**config.mk**
```make
export PLATFORM = sky130hd
export DESIGN_NAME = dpwm_top
export DESIGN_NICKNAME = d
export VERILOG_FILES = /design/src/hw/dpwm_pkg.sv /design/src/hw/dpwm_prescale.sv /design/src/hw/dpwm_sync.sv /design/src/hw/dpwm_top.sv
export SDC_FILE = /design/constraint.sdc
export NUM_CORES = 1
export LEC_CHECK = 0
export BUFFER_PORTS_ARGS = -buffer_cell sky130_fd_sc_hd__buf_4
export CORE_MARGIN = 2
export CORE_UTILIZATION = 59
export DETAILED_ROUTE_END_ITERATION = 10
export HOLD_SLACK_MARGIN = 0.05
export PLACE_DENSITY = 0.86
export RECOVER_POWER = 100
export SLEW_MARGIN = 20
export SYNTH_ARGS = -nofsm -noshare
export SYNTH_HDL_FRONTEND = slang
export SYNTH_HIERARCHICAL = 1
export SYNTH_SLANG_ARGS = --single-unit
```
**constraint.sdc**
```tcl
create_clock -name CORE_CLK -period 3.3 [get_ports CORE_CLK]
set_input_delay 0 -clock CORE_CLK [delete_from_list [all_inputs] [get_ports CORE_CLK]]
set_output_delay 0 -clock CORE_CLK [all_outputs]
set_load 0.01 [all_outputs]
```
**src/hw/dpwm_pkg.sv**
```systemverilog
/*
 * Constants, carriers and helpers shared by the dual pwm block.
 * Assumes a 32-bit ahb-lite bus with one word per 4-bit register.
 */
package dpwm_pkg;

	// ********************************************************
	// sizes
	// ********************************************************
	localparam int DPWM_NCH   = 2;
	localparam int DPWM_VW    = 8;
	localparam int DPWM_NW    = 4;
	localparam int DPWM_NSLOT = 4;

	// ********************************************************
	// register indices (byte address = 4 * index)
	// ********************************************************
	localparam logic [9:0] DPWM_IDX_CTRL0    = 10'h320;
	localparam logic [9:0] DPWM_IDX_CTRL1    = 10'h321;
	localparam logic [9:0] DPWM_IDX_PER0_LO  = 10'h322;
	localparam logic [9:0] DPWM_IDX_PER0_HI  = 10'h323;
	localparam logic [9:0] DPWM_IDX_DUTY0_LO = 10'h324;
	localparam logic [9:0] DPWM_IDX_DUTY0_HI = 10'h325;
	localparam logic [9:0] DPWM_IDX_PER1_LO  = 10'h326;
	localparam logic [9:0] DPWM_IDX_PER1_HI  = 10'h327;
	localparam logic [9:0] DPWM_IDX_DUTY1_LO = 10'h328;
	localparam logic [9:0] DPWM_IDX_DUTY1_HI = 10'h329;
	localparam logic [9:0] DPWM_IDX_FRAC0    = 10'h32A;
	localparam logic [9:0] DPWM_IDX_FRAC1    = 10'h32B;
	localparam logic [9:0] DPWM_IDX_STAT     = 10'h32C;

	// ********************************************************
	// reset values and field positions
	// ********************************************************
	localparam logic [3:0] DPWM_CTRL_RST = 4'h0;
	localparam logic [3:0] DPWM_NIB_RST  = 4'h0;
	localparam logic [1:0] DPWM_FRAC_RST = 2'h0;
	localparam logic [7:0] DPWM_VAL_RST  = 8'h00;
	localparam int DPWM_STAT_LVL0 = 0;
	localparam int DPWM_STAT_LVL1 = 1;
	localparam int DPWM_STAT_STOP = 2;

	// ********************************************************
	// types
	// ********************************************************
	typedef struct packed {
		logic       polarity;
		logic [1:0] div_sel;
		logic       pin_en;
	} dpwm_ctrl_t;

	typedef struct packed {
		logic       wr;
		logic [7:0] val;
	} dpwm_load_t;

	typedef enum logic [2:0] {
		DPWM_BUS_IDLE = 3'b001,
		DPWM_BUS_WR   = 3'b010,
		DPWM_BUS_RD   = 3'b100
	} dpwm_bus_t;

	// last prescaler count for a divide of 1, 2, 4 or 8
	function automatic logic [2:0] dpwm_div_last(input logic [1:0] sel);
		logic [3:0] span;
		span = 4'h1 << sel;
		return 3'(span - 4'h1);
	endfunction : dpwm_div_last

endpackage : dpwm_pkg

```
**src/hw/dpwm_prescale.sv**
```systemverilog
/*
 * Count-clock prescaler: one tick every 1, 2, 4 or 8 clocks.
 * Assumes div_sel comes from a register on the same clock.
 */
`timescale 1ns/10ps
module dpwm_prescale (
	// clock and reset
	input  wire logic       clk,
	input  wire logic       rst_n,
	// control
	input  wire logic [1:0] div_sel,
	input  wire logic       run,
	// tick
	output logic            tick
);
	import dpwm_pkg::*;

	logic [2:0] pre_q;

	// a shrinking divide may leave pre_q above the limit; it wraps
	assign tick = run && (pre_q == dpwm_div_last(div_sel));

	always_ff @(posedge clk or negedge rst_n) begin
		if (!rst_n) begin
			pre_q <= 3'h0;
		end else if (tick) begin
			pre_q <= 3'h0;
		end else if (run) begin
			pre_q <= 3'(pre_q + 3'h1);
		end
	end

	a_prescale_span: assert property (
		@(posedge clk) disable iff (!rst_n)
		((tick && div_sel == 2'b11) ##1 (div_sel == 2'b11 && run)[*8])
		|-> tick)
		else $error("divide-by-8 tick spacing wrong");

endmodule : dpwm_prescale

```
**src/hw/dpwm_sync.sv**
```systemverilog
/*
 * Two-flop level synchroniser.
 * Assumes the input is a slow level from another domain.
 */
`timescale 1ns/10ps
module dpwm_sync #(
	parameter int W = 1
) (
	// clock and reset
	input  wire logic         clk,
	input  wire logic         rst_n,
	// level
	input  wire logic [W-1:0] d,
	output logic      [W-1:0] q
);
	logic [W-1:0] meta_q;

	always_ff @(posedge clk or negedge rst_n) begin
		if (!rst_n) begin
			meta_q <= '0;
			q      <= '0;
		end else begin
			meta_q <= d;
			q      <= meta_q;
		end
	end

endmodule : dpwm_sync

```
**src/hw/dpwm_top.sv**
```systemverilog
/*
 * Dual 8-bit pwm generator with ahb-lite register slave.
 * Assumes a single ahb-lite master, word accesses, and a gpio block
 * that supplies the port bits sharing the two pwm pins.
 */
// Behaviour
// - two independent channels, each with 8-bit period and 8-bit duty
// - control bit 0 clear gives gpio on pin, set gives pwm output
// - control bits 2..1 divide count clock by 1, 2, 4 or 8
// - control bit 3 clear drives duty high, set drives duty low
// - output period equals period value times count clock period
// - zero period holds output low, or high when inverted
// - average active time is duty plus fraction over four counts
// - period not above duty holds output high when normal
// - period not above duty holds output low when inverted
// - high nibble write buffers value; it applies from next period
// - runs in light sleep, stops in deep sleep
// - channel 0 shares port bit 0, channel 1 port bit 1
`timescale 1ns/10ps
module dpwm_top (
	// clock and reset
	input  wire logic                          CORE_CLK,
	input  wire logic                          RST_N,
	// ahb-lite slave
	input  wire logic                          HSEL,
	input  wire logic [31:0]                   HADDR,
	input  wire logic [1:0]                    HTRANS,
	input  wire logic                          HWRITE,
	input  wire logic [2:0]                    HSIZE,
	input  wire logic [31:0]                   HWDATA,
	input  wire logic                          HREADY,
	output logic      [31:0]                   HRDATA,
	output logic                               HREADYOUT,
	output logic                               HRESP,
	// sleep
	input  wire logic                          DEEP_SLEEP,
	// shared port pins
	input  wire logic [dpwm_pkg::DPWM_NCH-1:0] GPIO_OUT,
	input  wire logic [dpwm_pkg::DPWM_NCH-1:0] GPIO_OE,
	output logic      [dpwm_pkg::DPWM_NCH-1:0] PIN_OUT,
	output logic      [dpwm_pkg::DPWM_NCH-1:0] PIN_OE
);
	import dpwm_pkg::*;

	// ********************************************************
	// declarations
	// ********************************************************
	dpwm_bus_t  state_q;
	logic [9:0] idx_q;
	logic       ok_q;
	logic       accept;
	logic       wr_cyc;
	logic       rd_cyc;
	logic [3:0] wnib;
	logic [3:0] rd_nib;

	dpwm_ctrl_t ctrl_q   [DPWM_NCH];
	logic [1:0] frac_q   [DPWM_NCH];
	logic [3:0] set_lo_q [DPWM_NSLOT];
	logic [3:0] set_hi_q [DPWM_NSLOT];
	logic [3:0] snap_q   [DPWM_NSLOT];

	logic [DPWM_NCH-1:0]   sel_ctrl;
	logic [DPWM_NCH-1:0]   sel_frac;
	logic [DPWM_NSLOT-1:0] sel_lo;
	logic [DPWM_NSLOT-1:0] sel_hi;
	logic                  sel_stat;

	logic                stop;
	logic [DPWM_NCH-1:0] tick;
	logic [DPWM_NCH-1:0] wrap;
	logic [DPWM_NCH-1:0] lvl;
	logic [DPWM_NCH-1:0] pwm_q;
	dpwm_load_t          per_ld  [DPWM_NCH];
	dpwm_load_t          duty_ld [DPWM_NCH];

	logic [7:0] per_q     [DPWM_NCH];
	logic [7:0] duty_q    [DPWM_NCH];
	logic [7:0] per_pend  [DPWM_NCH];
	logic [7:0] duty_pend [DPWM_NCH];
	logic       per_pv    [DPWM_NCH];
	logic       duty_pv   [DPWM_NCH];
	logic [7:0] cnt_q     [DPWM_NCH];
	logic [1:0] phase_q   [DPWM_NCH];
	logic [1:0] fract_q   [DPWM_NCH];

	// ********************************************************
	// ahb-lite slave
	// ********************************************************
	// writes finish with no wait; reads take one wait state so that a
	// write in the preceding data phase is always seen
	assign accept = HSEL && HTRANS[1] && HREADY;
	assign wr_cyc = (state_q == DPWM_BUS_WR);
	assign rd_cyc = (state_q == DPWM_BUS_RD);
	assign wnib   = HWDATA[3:0];

	always_ff @(posedge CORE_CLK or negedge RST_N) begin
		if (!RST_N) begin
			state_q   <= DPWM_BUS_IDLE;
			idx_q     <= 10'h000;
			ok_q      <= 1'b0;
			HREADYOUT <= 1'b1;
			HRDATA    <= 32'h0000_0000;
		end else begin
			case (state_q)
				DPWM_BUS_IDLE, DPWM_BUS_WR: begin
					if (accept) begin
						idx_q     <= HADDR[11:2];
						ok_q      <= (HADDR[31:12] == 20'h00000) &&
						             (HADDR[1:0] == 2'h0);
						state_q   <= HWRITE ? DPWM_BUS_WR : DPWM_BUS_RD;
						HREADYOUT <= HWRITE;
					end else begin
						state_q <= DPWM_BUS_IDLE;
					end
				end
				DPWM_BUS_RD: begin
					HRDATA    <= {28'h000_0000, rd_nib};
					HREADYOUT <= 1'b1;
					state_q   <= DPWM_BUS_IDLE;
				end
				default: begin
					state_q   <= DPWM_BUS_IDLE;
					HREADYOUT <= 1'b1;
				end
			endcase
		end
	end

	always_ff @(posedge CORE_CLK or negedge RST_N) begin
		if (!RST_N) begin
			HRESP <= 1'b0;
		end else begin
			HRESP <= 1'b0;
		end
	end

	// ********************************************************
	// address decode
	// ********************************************************
	always_comb begin
		sel_ctrl = '0;
		sel_frac = '0;
		sel_lo   = '0;
		sel_hi   = '0;
		sel_stat = 1'b0;
		if (!ok_q) begin
			sel_stat = 1'b0;
		end else if (idx_q == DPWM_IDX_CTRL0) begin
			sel_ctrl[0] = 1'b1;
		end else if (idx_q == DPWM_IDX_CTRL1) begin
			sel_ctrl[1] = 1'b1;
		end else if (idx_q == DPWM_IDX_PER0_LO) begin
			sel_lo[0] = 1'b1;
		end else if (idx_q == DPWM_IDX_PER0_HI) begin
			sel_hi[0] = 1'b1;
		end else if (idx_q == DPWM_IDX_DUTY0_LO) begin
			sel_lo[1] = 1'b1;
		end else if (idx_q == DPWM_IDX_DUTY0_HI) begin
			sel_hi[1] = 1'b1;
		end else if (idx_q == DPWM_IDX_PER1_LO) begin
			sel_lo[2] = 1'b1;
		end else if (idx_q == DPWM_IDX_PER1_HI) begin
			sel_hi[2] = 1'b1;
		end else if (idx_q == DPWM_IDX_DUTY1_LO) begin
			sel_lo[3] = 1'b1;
		end else if (idx_q == DPWM_IDX_DUTY1_HI) begin
			sel_hi[3] = 1'b1;
		end else if (idx_q == DPWM_IDX_FRAC0) begin
			sel_frac[0] = 1'b1;
		end else if (idx_q == DPWM_IDX_FRAC1) begin
			sel_frac[1] = 1'b1;
		end else if (idx_q == DPWM_IDX_STAT) begin
			sel_stat = 1'b1;
		end
	end

	// ********************************************************
	// read mux
	// ********************************************************
	// low nibble reads return the frozen copy
	always_comb begin
		rd_nib = 4'h0;
		for (int s = 0; s < DPWM_NSLOT; s++) begin
			if (sel_hi[s]) begin
				rd_nib = set_hi_q[s];
			end else if (sel_lo[s]) begin
				rd_nib = snap_q[s];
			end
		end
		for (int c = 0; c < DPWM_NCH; c++) begin
			if (sel_ctrl[c]) begin
				rd_nib = ctrl_q[c];
			end else if (sel_frac[c]) begin
				rd_nib = {2'h0, frac_q[c]};
			end
		end
		if (sel_stat) begin
			rd_nib[DPWM_STAT_LVL0] = pwm_q[0];
			rd_nib[DPWM_STAT_LVL1] = pwm_q[1];
			rd_nib[DPWM_STAT_STOP] = stop;
		end
	end

	// ********************************************************
	// setting registers
	// ********************************************************
	// slots: 0 period0, 1 duty0, 2 period1, 3 duty1
	always_ff @(posedge CORE_CLK or negedge RST_N) begin
		if (!RST_N) begin
			for (int s = 0; s < DPWM_NSLOT; s++) begin
				set_lo_q[s] <= DPWM_NIB_RST;
				set_hi_q[s] <= DPWM_NIB_RST;
			end
		end else if (wr_cyc) begin
			for (int s = 0; s < DPWM_NSLOT; s++) begin
				if (sel_lo[s]) begin
					set_lo_q[s] <= wnib;
				end
				if (sel_hi[s]) begin
					set_hi_q[s] <= wnib;
				end
			end
		end
	end

	// snapshot of the low nibble, taken on a high nibble read
	always_ff @(posedge CORE_CLK or negedge RST_N) begin
		if (!RST_N) begin
			for (int s = 0; s < DPWM_NSLOT; s++) begin
				snap_q[s] <= DPWM_NIB_RST;
			end
		end else begin
			for (int s = 0; s < DPWM_NSLOT; s++) begin
				if (rd_cyc && sel_hi[s]) begin
					snap_q[s] <= set_lo_q[s];
				end else if (wr_cyc && sel_lo[s]) begin
					snap_q[s] <= wnib;
				end
			end
		end
	end

	always_ff @(posedge CORE_CLK or negedge RST_N) begin
		if (!RST_N) begin
			for (int c = 0; c < DPWM_NCH; c++) begin
				ctrl_q[c] <= dpwm_ctrl_t'(DPWM_CTRL_RST);
				frac_q[c] <= DPWM_FRAC_RST;
			end
		end else if (wr_cyc) begin
			for (int c = 0; c < DPWM_NCH; c++) begin
				if (sel_ctrl[c]) begin
					ctrl_q[c] <= dpwm_ctrl_t'(wnib);
				end
				if (sel_frac[c]) begin
					frac_q[c] <= wnib[1:0];
				end
			end
		end
	end

	// ********************************************************
	// deep sleep
	// ********************************************************
	dpwm_sync #(
		.W (1)
	) u_sleep_sync (
		.clk   (CORE_CLK),
		.rst_n (RST_N),
		.d     (DEEP_SLEEP),
		.q     (stop)
	);

	// ********************************************************
	// channels
	// ********************************************************
	for (genvar c = 0; c < DPWM_NCH; c++) begin : g_ch
		logic [8:0] duty_eff;

		// full value goes out only on the high nibble write
		assign per_ld[c].wr   = wr_cyc && sel_hi[2*c];
		assign per_ld[c].val  = {wnib, set_lo_q[2*c]};
		assign duty_ld[c].wr  = wr_cyc && sel_hi[2*c+1];
		assign duty_ld[c].val = {wnib, set_lo_q[2*c+1]};

		// light sleep changes nothing; deep sleep freezes the tick
		dpwm_prescale u_pre (
			.clk     (CORE_CLK),
			.rst_n   (RST_N),
			.div_sel (ctrl_q[c].div_sel),
			.run     (!stop),
			.tick    (tick[c])
		);

		// last count of the period, or every tick when period is zero
		assign wrap[c] = tick[c] &&
			(({1'b0, cnt_q[c]} + 9'h001) >= {1'b0, per_q[c]});

		// reload buffer; a write in a wrap cycle waits for the next
		always_ff @(posedge CORE_CLK or negedge RST_N) begin
			if (!RST_N) begin
				per_pend[c] <= DPWM_VAL_RST;
				per_pv[c]   <= 1'b0;
			end else if (per_ld[c].wr) begin
				per_pend[c] <= per_ld[c].val;
				per_pv[c]   <= 1'b1;
			end else if (wrap[c]) begin
				per_pv[c] <= 1'b0;
			end
		end

		always_ff @(posedge CORE_CLK or negedge RST_N) begin
			if (!RST_N) begin
				duty_pend[c] <= DPWM_VAL_RST;
				duty_pv[c]   <= 1'b0;
			end else if (duty_ld[c].wr) begin
				duty_pend[c] <= duty_ld[c].val;
				duty_pv[c]   <= 1'b1;
			end else if (wrap[c]) begin
				duty_pv[c] <= 1'b0;
			end
		end

		always_ff @(posedge CORE_CLK or negedge RST_N) begin
			if (!RST_N) begin
				per_q[c]  <= DPWM_VAL_RST;
				duty_q[c] <= DPWM_VAL_RST;
			end else if (wrap[c]) begin
				if (per_pv[c]) begin
					per_q[c] <= per_pend[c];
				end
				if (duty_pv[c]) begin
					duty_q[c] <= duty_pend[c];
				end
			end
		end

		// period counter
		always_ff @(posedge CORE_CLK or negedge RST_N) begin
			if (!RST_N) begin
				cnt_q[c] <= DPWM_VAL_RST;
			end else if (wrap[c]) begin
				cnt_q[c] <= DPWM_VAL_RST;
			end else if (tick[c]) begin
				cnt_q[c] <= 8'(cnt_q[c] + 8'h01);
			end
		end

		// fraction spreads up to three extra counts over a four-period cycle
		always_ff @(posedge CORE_CLK or negedge RST_N) begin
			if (!RST_N) begin
				phase_q[c] <= 2'h0;
				fract_q[c] <= DPWM_FRAC_RST;
			end else if (wrap[c]) begin
				phase_q[c] <= 2'(phase_q[c] + 2'h1);
				fract_q[c] <= frac_q[c];
			end
		end

		assign duty_eff = {1'b0, duty_q[c]} +
			{8'h00, (phase_q[c] < fract_q[c])};

		always_comb begin
			if (per_q[c] == DPWM_VAL_RST) begin
				lvl[c] = 1'b0;
			end else if (per_q[c] <= duty_q[c]) begin
				lvl[c] = 1'b1;
			end else begin
				lvl[c] = ({1'b0, cnt_q[c]} < duty_eff);
			end
		end

		// polarity is live, not buffered with the period
		always_ff @(posedge CORE_CLK or negedge RST_N) begin
			if (!RST_N) begin
				pwm_q[c] <= 1'b0;
			end else if (!stop) begin
				pwm_q[c] <= lvl[c] ^ ctrl_q[c].polarity;
			end
		end

		// pin sharing with the port bit of the same number
		always_ff @(posedge CORE_CLK or negedge RST_N) begin
			if (!RST_N) begin
				PIN_OUT[c] <= 1'b0;
				PIN_OE[c]  <= 1'b0;
			end else if (ctrl_q[c].pin_en) begin
				PIN_OUT[c] <= pwm_q[c];
				PIN_OE[c]  <= 1'b1;
			end else begin
				PIN_OUT[c] <= GPIO_OUT[c];
				PIN_OE[c]  <= GPIO_OE[c];
			end
		end

		a_zero_period: assert property (
			@(posedge CORE_CLK) disable iff (!RST_N)
			(!stop && per_q[c] == 8'h00)
			|=> (pwm_q[c] == $past(ctrl_q[c].polarity)))
			else $error("zero period level wrong");

		a_full_normal: assert property (
			@(posedge CORE_CLK) disable iff (!RST_N)
			(!stop && per_q[c] != 8'h00 && per_q[c] <= duty_q[c] &&
			 !ctrl_q[c].polarity) |=> pwm_q[c])
			else $error("full duty not high");

		a_full_invert: assert property (
			@(posedge CORE_CLK) disable iff (!RST_N)
			(!stop && per_q[c] != 8'h00 && per_q[c] <= duty_q[c] &&
			 ctrl_q[c].polarity) |=> !pwm_q[c])
			else $error("inverted full duty not low");

		a_stop_hold: assert property (
			@(posedge CORE_CLK) disable iff (!RST_N)
			stop |=> ($stable(pwm_q[c]) && $stable(cnt_q[c])))
			else $error("channel moved in deep sleep");

		a_wrap_zero: assert property (
			@(posedge CORE_CLK) disable iff (!RST_N)
			wrap[c] |=> (cnt_q[c] == 8'h00))
			else $error("count did not wrap to zero");

		a_count_bound: assert property (
			@(posedge CORE_CLK) disable iff (!RST_N)
			(per_q[c] != 8'h00) |-> (cnt_q[c] < per_q[c]))
			else $error("count passed period");

		a_reload_apply: assert property (
			@(posedge CORE_CLK) disable iff (!RST_N)
			(wrap[c] && per_pv[c] && duty_pv[c])
			|=> (per_q[c] == $past(per_pend[c]) &&
			     duty_q[c] == $past(duty_pend[c])))
			else $error("buffered value not applied at wrap");

		a_pin_gpio: assert property (
			@(posedge CORE_CLK) disable iff (!RST_N)
			!ctrl_q[c].pin_en |=> (PIN_OUT[c] == $past(GPIO_OUT[c])))
			else $error("pin not following port bit");

		a_pin_pwm: assert property (
			@(posedge CORE_CLK) disable iff (!RST_N)
			ctrl_q[c].pin_en |=> (PIN_OUT[c] == $past(pwm_q[c]) && PIN_OE[c]))
			else $error("pin not carrying pwm");
	end

endmodule : dpwm_top
```
==> results.md <==
- Status: finished, violations left
- Failing checks: max-capacitance violations, max-slew violations
- R2R setup slack: 170 ps
- Die area: ~17000 sq um
- Inserted Diodes: 0
- Die H: approximately 130 um
- Cells after Synth: between 800 and 900
- Critical path's top delay family: adder cells
- Arrival @ worst endpoint: between 3000 and 4000 ps
- Pint: roughly 3500 uW
- Drt total wl: ~22000 um
- Worst hold slack: 206 ps
- FP Rows: 46
- Worst skew pair latency: 440 ps
- R2R Path End: pwm_q[1]$_DFFE_PN0N_
- Setup Viol. Count Final: 0
- Most frequent cells in the layout: dfrtp_1, mux2_2, inv_1, nand2_1
- Seq cells post-synth: about 170
- Crit end category: flip-flop
- Crit path max-delay cell type: dfrtp_1
- Root buffer cell: clkbuf_16
- Syn Std Cell Area: 9560 sq um
- Placed cell count: ~1100
- Post-synth EDFFs: 0
- Avg Vias per Cell: between 6 and 7
- Maximum fanout along the worst path: 3
- Synth warnings: 6
- Iteration-0 DRC Markers: ~600
- First-pass GRT wire length: ~37000 um
- Vias in the first global route: just over 7000
- Critical-path cell list: ha_1, a21oi_2, ha_2, ha_2, nand3_2, nor3_4, xnor2_1, ha_2, o21a_1, o22ai_1, a31oi_1, o21ai_1, or4_1, and3_1
- Tot Pwr: around 4800 uW
- Port Buf Inserts: 55
- CTS tree: built
- Core box area: 15900 sq um
- Hold endpoint: state_q[0]$_DFF_PN1_
- Distinct cells, synth: a little over 80
- Seq/Total Area, Yosys: between 40% and 50%
- Net Sw Frac: a little over a quarter
- Vias: around 7200
- Fin crit share: a little over nine tenths
- CP Class: flip-flop to flip-flop
- Max cap viols: 2
- Tightest Hold Check Type: input pin to flip-flop
- CTS buffer count: 17
- CP Buf/Inv Count: 0
- Worst vdd rail ir drop: about 0.38 mV
- GRT Resource Usage Total: 26.7%
- Die Wd: 131 um
- DR DRC count: 0
- Non-filler cells, final: 1192
- Rel. slew slack: -63.9%
- RSZ-0062 raised after global routing: no
- Num Clock Sinks: 169
- Hold Fails Final Rpt: 0
- Power per cell area: ~440 nW/um^2
- Clk pwr share: a little over two fifths
- Worst Max-Slew Pin Slew: about 2500 ps
- Min cycle time layout: 3130 ps
- Setup TNS: 0 ps
- Post-synthesis area per instance: between 10 and 15 sq um
- Layout fillers: roughly 1200
- Clk slew on worst S/H paths: 70 ps
- Hold_sp: HSEL
- Commonest non-fill, non-tap cell in the layout: dfrtp_1
- Dpl hpwl: roughly 15000 um
- Critical path's largest stage delay: between 300 and 400 ps
- CTS H-Tree Depth: 4
- I/O pin cnt: between 100 and 150
- GPL Wtd Cong: roughly 0.94
- CP Launch Type: flip-flop
- Async set-or-reset flop fraction in the synthesized netlist: between 90% and 100%
- Nets: between 1000 and 1500
- Reg-to-reg startpoint: phase_q[1]$_DFFE_PN0P_
- Most used cell, CP: ha_2
- Final clock skew: 11.5 ps
- Logic pwr share: approximately a tenth
- Ys flop type: dfrtp_1
- Initial antenna violation count: 0
- Area delta synth->final: 13.4%
- Layout cells sized above 1: a little under a quarter
- Hold path cells: 4
- Drt wl/cell: between 15 and 20 um
- Global route overflow: 0
- Fmax achieved: 320 MHz
- Sequential fraction of design power: 46.3%
- End-of-flow core utilization: between 60% and 70%
- Maximum root-to-sink buffer count: 2
- Largest net degree at the start of global routing: 100
- Drt first pass iters: 5
- Sw power: about 1300 uW
- Leak: approximately 0.0050 uW
- FF-to-FF path depth: 14
- Final Max Slew Viols: around 120
- ANT nets after route: 0
- Post-CTS Setup Bufs: 0
- Initial Util: between 60 and 70%
- Data required time at the worst endpoint: roughly 3600 ps
worst max-delay path by stage:
stage | start | to | slack, ps | cells after the start
global placement | phase_q[1]$_DFFE_PN0P_ | pwm_q[1]$_DFFE_PN0N_ | 170 | 14
detailed placement | phase_q[1]$_DFFE_PN0P_ | pwm_q[1]$_DFFE_PN0N_ | 90 | 14
global route | phase_q[3]$_DFFE_PN0P_ | pwm_q[0]$_DFFE_PN0N_ | 30 | 14
finish | phase_q[1]$_DFFE_PN0P_ | pwm_q[1]$_DFFE_PN0N_ | 170 | 14
CTS | phase_q[1]$_DFFE_PN0P_ | pwm_q[1]$_DFFE_PN0N_ | 60 | 14
floorplan | phase_q[1]$_DFFE_PN0P_ | pwm_q[1]$_DFFE_PN0N_ | 420 | 14
sequential cells by signal, indices dropped and copies added (netlist names), 3 cells and up:
name / count
duty_q: 16
set_hi_q: 16
duty_ld: 8
per_ld: 8
HRDATA: 4
per_pend: 8
phase_q: 4
cnt_q: 16
fract_q: 4
frac_q: 4
snap_q: 16
g_ch.u_pre/pre_q: 6
ctrl_q: 8
per_q: 16
state_q: 3
duty_pend: 8
idx_q: 10
area by class of cell:
cell class / count / area (sq um) / share of cell area [%]
Clock inverter: 15 / 183 / 1.68
Inverter: 56 / 210 / 1.94
Timing Repair Buffer: 94 / 734 / 6.77
Multi-Input combinational cell: 625 / 4790 / 44.2
Tap cell: 216 / 270 / 2.49
Clock buffer: 17 / 425 / 3.92
Sequential cell: 169 / 4230 / 39.0
worst reg2reg max path, delay by kind of cell (launching register included):
family,cells,cell delay [ps]
XOR/XNOR,1,90
AO/OA/AOI/OAI,5,560
AND/OR/NAND/NOR,4,920
flip-flops,1,390
adder cells (fa/ha/maj),4,1040
power by group through the flow:
stage          combinational [uW]  clock, uW  sequential [uW]
3_5_place_dp                  469          0             2260
3_3_place_gp                  461          0             2250
4_1_cts                       497       2090             2220
6_report                      500       2070             2210
2_1_floorplan                 335          0             2220
5_1_grt                       551       2190             2220
cell usage after synthesis, drive strengths merged, types with 10 or more instances:
cell type	n	area share, %
mux2i	18	1.9
o21ai	30	1.6
inv	56	2.2
a31oi	14	1.0
mux2	108	13
a21oi	17	0.89
and3	10	0.65
nor2b	11	0.72
nor4	12	0.79
nand2b	14	0.92
buf	38	2.8
nand2	54	2.1
nand3	37	2.0
clkbuf	16	0.63
dfrtp	167	44
ha	56	7.3
a21o	11	0.86
xnor2	23	2.1
nor2	34	1.8
nand4	11	0.79
o22ai	16	1.2
nor3	24	1.7
layer usage:
| layer | vias up | global-route usage, % | wire length [um] |
|---|---|---|---|
| li1 | 3308 | - | - |
| met3 | 42 | 3.97 | 1290 |
| met1 | 3560 | 38.2 | 10100 |
| met2 | 286 | 41.7 | 10400 |
| met5 | - | 0 | 0 |
| met4 | 0 | 9.78 | 552 |
kinds of logic after synthesis:
group	share of synthesized area (%)
AOI/OAI and AO/OA	11.9
buffers and inverters	5.63
and+or+nand+nor	13.5
adders and majority gates	7.33
muxes	14.8
DFF	44.3
other	0.0392
xor gates and xnor gates	2.47
per-stage QoR:
stage                     worst slack [ps]  cell area (sq um)
final                                  173              10800
after detailed placement              89.1              10200
after CTS                             63.8              11000
after global placement                 166              10200
after floorplan                        424               9670
after global routing                  26.1              10800
what timing repair did:
item | CTS | global route
endpoints found under the hold margin | 172 | 0
endpoints found under the setup margin | 0 | 2
gates resized for setup | 0 | 12
hold buffers | 25 | 0
Power figures use the tool's default switching activity.
